## src/design/gmc_pkg.sv

```systemverilog
// Purpose: Shared constants and types for the genlock mode control block
// Assumes: One 250 MHz clock, APB register access
// Notes: Offsets are byte addresses of aligned 32-bit words
package gmc_pkg;
    // ****************************************************************
    // Register map
    // ****************************************************************
    localparam logic [7:0] GMC_OFS_CTRL = 8'h00;
    localparam logic [7:0] GMC_OFS_STAT = 8'h04;
    localparam logic [7:0] GMC_OFS_CFG = 8'h08;
    // Control register fields
    localparam int GMC_CTRL_SRC_BIT = 7;
    localparam int GMC_CTRL_MODE_BIT = 6;
    localparam int GMC_CTRL_HOLD_BIT = 4;
    localparam int GMC_CTRL_XLOCK_BIT = 0;
    // Reset value: register mode source, free run, holdover off
    localparam logic [7:0] GMC_CTRL_RST = 8'h80;
    // Lock qualification time and its cycle count at 250 MHz
    localparam int GMC_CLK_MHZ = 250;
    localparam int GMC_LOCK_QUAL_NS = 1000;
    localparam int GMC_LOCK_QUAL_CYC = (GMC_LOCK_QUAL_NS * GMC_CLK_MHZ) / 1000;
    // ****************************************************************
    // Types
    // ****************************************************************
    typedef enum logic [2:0] {
        GMC_FREE_MODE,
        GMC_ACQUIRE,
        GMC_LOCKED,
        GMC_LOR_FREE,
        GMC_LOR_HOLD
    } gmc_state_t;
    // Analog-side switch controls toward the loop
    typedef struct packed {
        logic bias_switch_on;
        logic filter_hiz;
        logic pfd_enable;
        logic align_enable;
    } gmc_loop_ctl_t;
endpackage

```

## src/design/gmc_top.sv

```systemverilog
// Purpose: Free-run / genlock mode control for the first-stage clock loop
// Assumes: Reference presence and loop lock detectors feed level inputs
// Notes: Registers over APB; analog switches driven as digital controls
//
// The implementer's own choices: the APB register port and the placing of the registers.
`timescale 1ns/1ps
`default_nettype none
module gmc_top #(
    parameter int FLAG_STABLE_CYC = 4
) (
    input wire logic SYS_CLK,
    input wire logic RST_N,
    input wire logic PSEL,
    input wire logic PENABLE,
    input wire logic PWRITE,
    input wire logic [7:0] PADDR,
    input wire logic [31:0] PWDATA,
    output logic [31:0] PRDATA,
    output logic PREADY,
    output logic PSLVERR,
    input wire logic LOCK_MODE_SELECT_PIN,
    input wire logic REF_PRESENT,
    input wire logic LOOP_LOCKED,
    output logic BIAS_SWITCH_ON,
    output logic LOOP_FILTER_HIZ,
    output logic PFD_ENABLE,
    output logic ALIGN_ENABLE,
    output logic REF_MISSING,
    output logic LOCK_MISSING
);
    // ****************************************************************
    // Register file
    // ****************************************************************
    logic [7:0] ctrl_q;
    logic [7:0] ctrl_d;
    logic [31:0] prdata_q;
    logic [31:0] prdata_d;
    logic pready_q;
    logic pready_d;
    logic pslverr_q;
    logic pslverr_d;
    logic eff_mode;
    logic ref_missing_f;
    logic lock_missing_f;
    gmc_pkg::gmc_state_t state_q;
    gmc_pkg::gmc_state_t state_d;

    // One wait state: answer in the cycle after the first access-phase cycle
    always_comb
    begin
        ctrl_d = ctrl_q;
        prdata_d = prdata_q;
        pready_d = 1'b0;
        pslverr_d = 1'b0;
        if (PSEL && PENABLE && !pready_q)
        begin
            pready_d = 1'b1;
            case (PADDR)
                gmc_pkg::GMC_OFS_CTRL:
                begin
                    if (PWRITE)
                        ctrl_d = PWDATA[7:0];
                    else
                        prdata_d = {24'h000000, ctrl_q};
                end
                gmc_pkg::GMC_OFS_STAT:
                begin
                    if (PWRITE)
                        pslverr_d = 1'b1; // Status is read only
                    else
                        prdata_d = {24'h000000, 2'h0, ref_missing_f, lock_missing_f,
                                    eff_mode, 3'(state_q)};
                end
                default:
                begin
                    pslverr_d = 1'b1; // Unmapped address
                    prdata_d = 32'h00000000;
                end
            endcase
        end
    end

    always_ff @(posedge SYS_CLK or negedge RST_N)
    begin
        if (!RST_N)
        begin
            ctrl_q <= gmc_pkg::GMC_CTRL_RST;
            prdata_q <= 32'h00000000;
            pready_q <= 1'b0;
            pslverr_q <= 1'b0;
        end
        else
        begin
            ctrl_q <= ctrl_d;
            prdata_q <= prdata_d;
            pready_q <= pready_d;
            pslverr_q <= pslverr_d;
        end
    end

    // ****************************************************************
    // Mode resolution
    // ****************************************************************
    // Mode source picks register bit or pin
    assign eff_mode = ctrl_q[gmc_pkg::GMC_CTRL_SRC_BIT] ? ctrl_q[gmc_pkg::GMC_CTRL_MODE_BIT]
                                                         : LOCK_MODE_SELECT_PIN;

    // ****************************************************************
    // Genlock state machine
    // ****************************************************************
    // Reference presence is trusted as-is; no stability qualifier
    always_comb
    begin
        state_d = state_q;
        if (!eff_mode)
            state_d = gmc_pkg::GMC_FREE_MODE;
        else
        begin
            case (state_q)
                // Entering genlock with no reference goes straight to loss handling,
                // so the phase detector never pulses for a cycle on an absent input
                gmc_pkg::GMC_FREE_MODE:
                begin
                    if (!REF_PRESENT)
                        state_d = ctrl_q[gmc_pkg::GMC_CTRL_HOLD_BIT] ? gmc_pkg::GMC_LOR_HOLD
                                                                   : gmc_pkg::GMC_LOR_FREE;
                    else
                        state_d = gmc_pkg::GMC_ACQUIRE;
                end
                gmc_pkg::GMC_ACQUIRE, gmc_pkg::GMC_LOCKED:
                begin
                    if (!REF_PRESENT)
                        state_d = ctrl_q[gmc_pkg::GMC_CTRL_HOLD_BIT] ? gmc_pkg::GMC_LOR_HOLD
                                                                   : gmc_pkg::GMC_LOR_FREE;
                    else if (LOOP_LOCKED)
                        state_d = gmc_pkg::GMC_LOCKED;
                    else
                        state_d = gmc_pkg::GMC_ACQUIRE;
                end
                gmc_pkg::GMC_LOR_FREE, gmc_pkg::GMC_LOR_HOLD:
                begin
                    if (REF_PRESENT)
                        state_d = gmc_pkg::GMC_ACQUIRE;
                end
                default:
                    state_d = gmc_pkg::GMC_FREE_MODE;
            endcase
        end
    end

    always_ff @(posedge SYS_CLK or negedge RST_N)
    begin
        if (!RST_N)
            state_q <= gmc_pkg::GMC_FREE_MODE;
        else
            state_q <= state_d;
    end

    // ****************************************************************
    // Loop controls and flags
    // ****************************************************************
    gmc_pkg::gmc_loop_ctl_t ctl_q;
    gmc_pkg::gmc_loop_ctl_t ctl_d;
    logic ref_missing_raw;
    logic lock_missing_raw;

    // Switch and filter controls per state; alignment follows the locked state alone
    always_comb
    begin
        ctl_d.bias_switch_on = (state_d == gmc_pkg::GMC_FREE_MODE) ||
                               (state_d == gmc_pkg::GMC_LOR_FREE);
        ctl_d.filter_hiz = (state_d == gmc_pkg::GMC_LOR_HOLD);
        ctl_d.pfd_enable = (state_d == gmc_pkg::GMC_ACQUIRE) ||
                           (state_d == gmc_pkg::GMC_LOCKED);
        // Alignment to a differing reference format is permitted
        ctl_d.align_enable = (state_d == gmc_pkg::GMC_LOCKED);
    end

    always_ff @(posedge SYS_CLK or negedge RST_N)
    begin
        if (!RST_N)
            ctl_q <= '{bias_switch_on: 1'b1, filter_hiz: 1'b0, pfd_enable: 1'b0,
                       align_enable: 1'b0};
        else
            ctl_q <= ctl_d;
    end

    // Raw flag levels: reference input level and lock state
    assign ref_missing_raw = !REF_PRESENT;
    assign lock_missing_raw = (state_q != gmc_pkg::GMC_LOCKED);

    // Hold-off filters stop short mode flicker reaching the flags
    gmc_flag_filter #(
        .STABLE_CYC(FLAG_STABLE_CYC)
    ) u_ref_flag (
        .clk(SYS_CLK),
        .rst_n(RST_N),
        .raw(ref_missing_raw),
        .filt(ref_missing_f)
    );

    gmc_flag_filter #(
        .STABLE_CYC(FLAG_STABLE_CYC)
    ) u_lock_flag (
        .clk(SYS_CLK),
        .rst_n(RST_N),
        .raw(lock_missing_raw),
        .filt(lock_missing_f)
    );

    assign PRDATA = prdata_q;
    assign PREADY = pready_q;
    assign PSLVERR = pslverr_q;
    assign BIAS_SWITCH_ON = ctl_q.bias_switch_on;
    assign LOOP_FILTER_HIZ = ctl_q.filter_hiz;
    assign PFD_ENABLE = ctl_q.pfd_enable;
    assign ALIGN_ENABLE = ctl_q.align_enable;
    assign REF_MISSING = ref_missing_f;
    assign LOCK_MISSING = lock_missing_f;
endmodule
`default_nettype wire

```

## src/design/gmc_flag_filter.sv

```systemverilog
// Purpose: Registers a status flag only after it has held steady for a number of cycles
// Assumes: Input synchronous to the clock
// Notes: Keeps brief mode changes from glitching the status flags
`timescale 1ns/1ps
`default_nettype none
module gmc_flag_filter #(
    parameter int STABLE_CYC = 4
) (
    input wire logic clk,
    input wire logic rst_n,
    input wire logic raw,
    output logic filt
);
    logic [7:0] cnt_q;
    logic [7:0] cnt_d;
    logic filt_q;
    logic filt_d;

    // Count how long raw differs from the held flag
    always_comb
    begin
        cnt_d = 8'h00;
        filt_d = filt_q;
        if (raw != filt_q)
        begin
            if (cnt_q == 8'(STABLE_CYC - 1))
                filt_d = raw;
            else
                cnt_d = cnt_q + 8'h01;
        end
    end

    always_ff @(posedge clk or negedge rst_n)
    begin
        if (!rst_n)
        begin
            cnt_q <= 8'h00;
            filt_q <= 1'b1;
        end
        else
        begin
            cnt_q <= cnt_d;
            filt_q <= filt_d;
        end
    end

    assign filt = filt_q;
endmodule
`default_nettype wire

```

## config.mk

```make
export PLATFORM = sky130hd
export DESIGN_NAME = gmc_top
export DESIGN_NICKNAME = d
export VERILOG_FILES = /design/src/design/gmc_pkg.sv /design/src/design/gmc_top.sv /design/src/design/gmc_flag_filter.sv
export SDC_FILE = /design/constraint.sdc
export NUM_CORES = 1
export LEC_CHECK = 0
export BUFFER_PORTS_ARGS = -buffer_cell sky130_fd_sc_hd__buf_2
export CAP_MARGIN = 0
export CELL_PAD_IN_SITES_DETAIL_PLACEMENT = 2
export CELL_PAD_IN_SITES_GLOBAL_PLACEMENT = 2
export CORE_ASPECT_RATIO = 1.2
export CORE_MARGIN = 2
export CORE_UTILIZATION = 26
export DETAILED_ROUTE_END_ITERATION = 8
export PLACE_DENSITY = 0.73
export SYNTH_ARGS = -nofsm -noshare
export SYNTH_HDL_FRONTEND = slang
export SYNTH_SLANG_ARGS = --single-unit
```

## constraint.sdc

```tcl
create_clock -name SYS_CLK -period 1.51 [get_ports SYS_CLK]
set_clock_uncertainty 0.05 [all_clocks]
set_input_delay 0.151 -clock SYS_CLK [delete_from_list [all_inputs] [get_ports SYS_CLK]]
set_output_delay 0.151 -clock SYS_CLK [all_outputs]
set_load 0.03 [all_outputs]
```

==> flow_metrics.tcl <==
set metrics [dict create \
    post-route-period-util_pct 118 \
    synth.distinct_cells 38 \
    path_class "input port to register" \
    finalWorstSetupSlack_ns -0.278 \
    clk_latency_ns 0.30 \
    initial_core_util_pct 26.5 \
    cp-startpoint "PADDR[7]" \
    synth_seq_cells 43 \
    hold_violations 0 \
    drive_above_1_share_pct 37.1 \
    cts_root_buffer "clkbuf_8" \
    cts_tree "yes" \
    grt_pass1_wl_mm 8.63 \
    power.leakage_nw 1.37 \
    gp_congestion 0.728 \
    dieArea_sq_um 8960 \
    reg2reg_from "PREADY" \
    die_h_um 103 \
    drt_iter0_markers 39 \
    cp_slowest_stage_delay_ns 0.52 \
    grt_max_degree 44 \
    slowest_stage "or4_4" \
    design_area_sq_um 2790 \
    portBuffers 39 \
    antenna_found_initial 0 \
    crit_arrival_ns 1.92 \
    hp-start "PWDATA[0]" \
    vias_per_cell 4.54 \
    htreeDepth 2 \
    critical_path_required_ns 1.64 \
    max_freq_mhz 559 \
    reg2reg_slack_ns -0.05 \
    antenna-diode-count 0 \
    post-route-util_pct 34.6 \
    grt_usage_pct 12.4 \
    synthCells 201 \
    nNetsFinal 313 \
    rsz0062_at_grt "true" \
    timing.critical_path.max_delay_family "simple AND/OR/NAND/NOR gates" \
    die_x_um 86.8 \
    clockBufferDepth 2 \
    netlist_area_sq_um 2140 \
    io_pins 88 \
    ys_top_cells_by_count "dfrtp_1, buf_4, nor2_1" \
    startpoint_type "input port" \
    path_max_fanout 8 \
    fin_crit_ns 1.79 \
    synth_most_common_cell "dfrtp_1" \
    fp-row-count 36 \
    ant_nets 0 \
    grt_pass1_vias 1741 \
    worstPathCellList "buf_6 > or4_4 > or4_4 > nor4_4 > buf_6 > mux2_2" \
    drc_errors 0 \
    ir_worst_vdd_v 0.000446 \
    synth_edf_count 0 \
    cts.sinks 43 \
    synth_top_area_cell "dfrtp_1" \
    area_growth_pct 30.4 \
    dr.pass1.iters 4 \
    power_density_nw_per_um2 1050 \
    synth_ff_type "dfrtp_1" \
    numCtsBuffers 5 \
    p_total_mw 2.92 \
    drv_cap 0 \
    placed_cell_area_sq_um 2520 \
    crit_buf_inv 2 \
    hold_path_class "input port to register" \
    vias 1630 \
    setup_viol_count_final 17 \
    core_sq_um 8060 \
    yosysWarnings 0 \
    hpwl_mm 3.76 \
    fillers 879 \
    globalRoute.totalOverflow 0 \
    netlist_top_cells_area "dfrtp_1, buf_4, dfstp_2, mux2_2, xor2_1" \
    outcome "complete, but fails checks" \
    syn_avg_cell_area_sq_um 10.6 \
    yosysTopAreaCellShare_pct 45.7 \
    clkTransAtPathRegs_ns 0.08 \
    violations "setup timing" \
    seq_area_frac_synth_pct 50.6 \
    post_drt_wl_per_cell_um 15.1 \
    synth-async-reset-ratio_pct 100 \
    worstSetupEndpointType "register" \
    tns_ns -2.75 \
    drt-total-wl_mm 5.42 \
    final_max_slew_viol_count 0 \
]
==> power by group <==
part	switching [mW]	total, mW	internal [mW]
logic	0.501	0.805	0.304
clock network	0.391	0.721	0.329
registers	0.112	1.39	1.28
==> through the flow <==
stage	instances	hold WS [ns]	setup slack (ns)
global placement	349	0.108	-0.572
CTS	358	0.0270	-0.251
detailed placement	349	0.105	-0.600
floorplan	224	-0.195	-0.616
finish	359	0.0323	-0.278
global route	359	0.0210	-0.329
==> cell usage in the layout, fill, tap and decap left out, types with 5 or more instances in the layout <==
cell type and instances:
xor2_1 10, buf_4 17, nand2_1 14, mux2i_1 6
inv_1 5, mux2_2 5, conb_1 24, dfrtp_1 38
nor2_1 19, and3_1 6, clkbuf_8 5, buf_2 38
nand3_1 11
==> flip-flops by register name, summed over array words and instances, names as in the netlist <==
signal,count
ALIGN_ENABLE,1
BIAS_SWITCH_ON,1
LOOP_FILTER_HIZ,1
PFD_ENABLE,1
PRDATA,8
PREADY,1
PSLVERR,1
ctrl_q,8
state_q,3
u_lock_flag.cnt_q,8
u_lock_flag.filt,1
u_ref_flag.cnt_q,8
u_ref_flag.filt,1
==> metal layers <==
layer | vias to the layer above | GRT usage, % | part of all wire (%)
met5 | - | 0 | 0
met4 | 0 | 3.61 | 1.8
met3 | 8 | 2.86 | 3.7
met2 | 36 | 21.5 | 52
met1 | 820 | 15.5 | 43
li1 | 766 | - | -
==> layout make-up <==
class,count,area (sq um),area share (%)
inverters,5,18.8,0.673
clock buffers,8,80.1,2.87
flip-flops and latches,43,1080,38.8
repair buffers,62,413,14.8
well taps,95,119,4.26
multi-input cells,146,1070,38.6
==> kinds of logic (layout without fill, tap and decap cells) <==
group,count (synthesis),in the layout,synth area share (%)
xor+xnor,14,14,5.74
buf+inv,35,75,10.7
flops,43,43,50.6
other cells,1,24,0.175
compound gates,22,22,7.32
simple gates,70,70,17.3
mux,14,14,7.03
fa+ha+maj,2,2,1.17
==> worst paths after layout <==
path,cells after the start,to
min,2,ctrl_q[0]
max reg2reg,4,ctrl_q[3]
max in group asynchronous,3,u_lock_flag.filt
max,6,ctrl_q[3]
min reg2reg,2,PRDATA[7]
min in group asynchronous,3,u_lock_flag.cnt_q[2]
==> what timing repair did <==
action                                 4_1_cts  5_1_grt
gates resized for setup                     13       20
setup endpoints to repair                   23       28
pin swaps                                    1        1
setup buffers                                0        1
endpoints found under the hold margin       39        0
hold buffers                                 1        0
No activity file was read; power rests on OpenSTA's default activity.
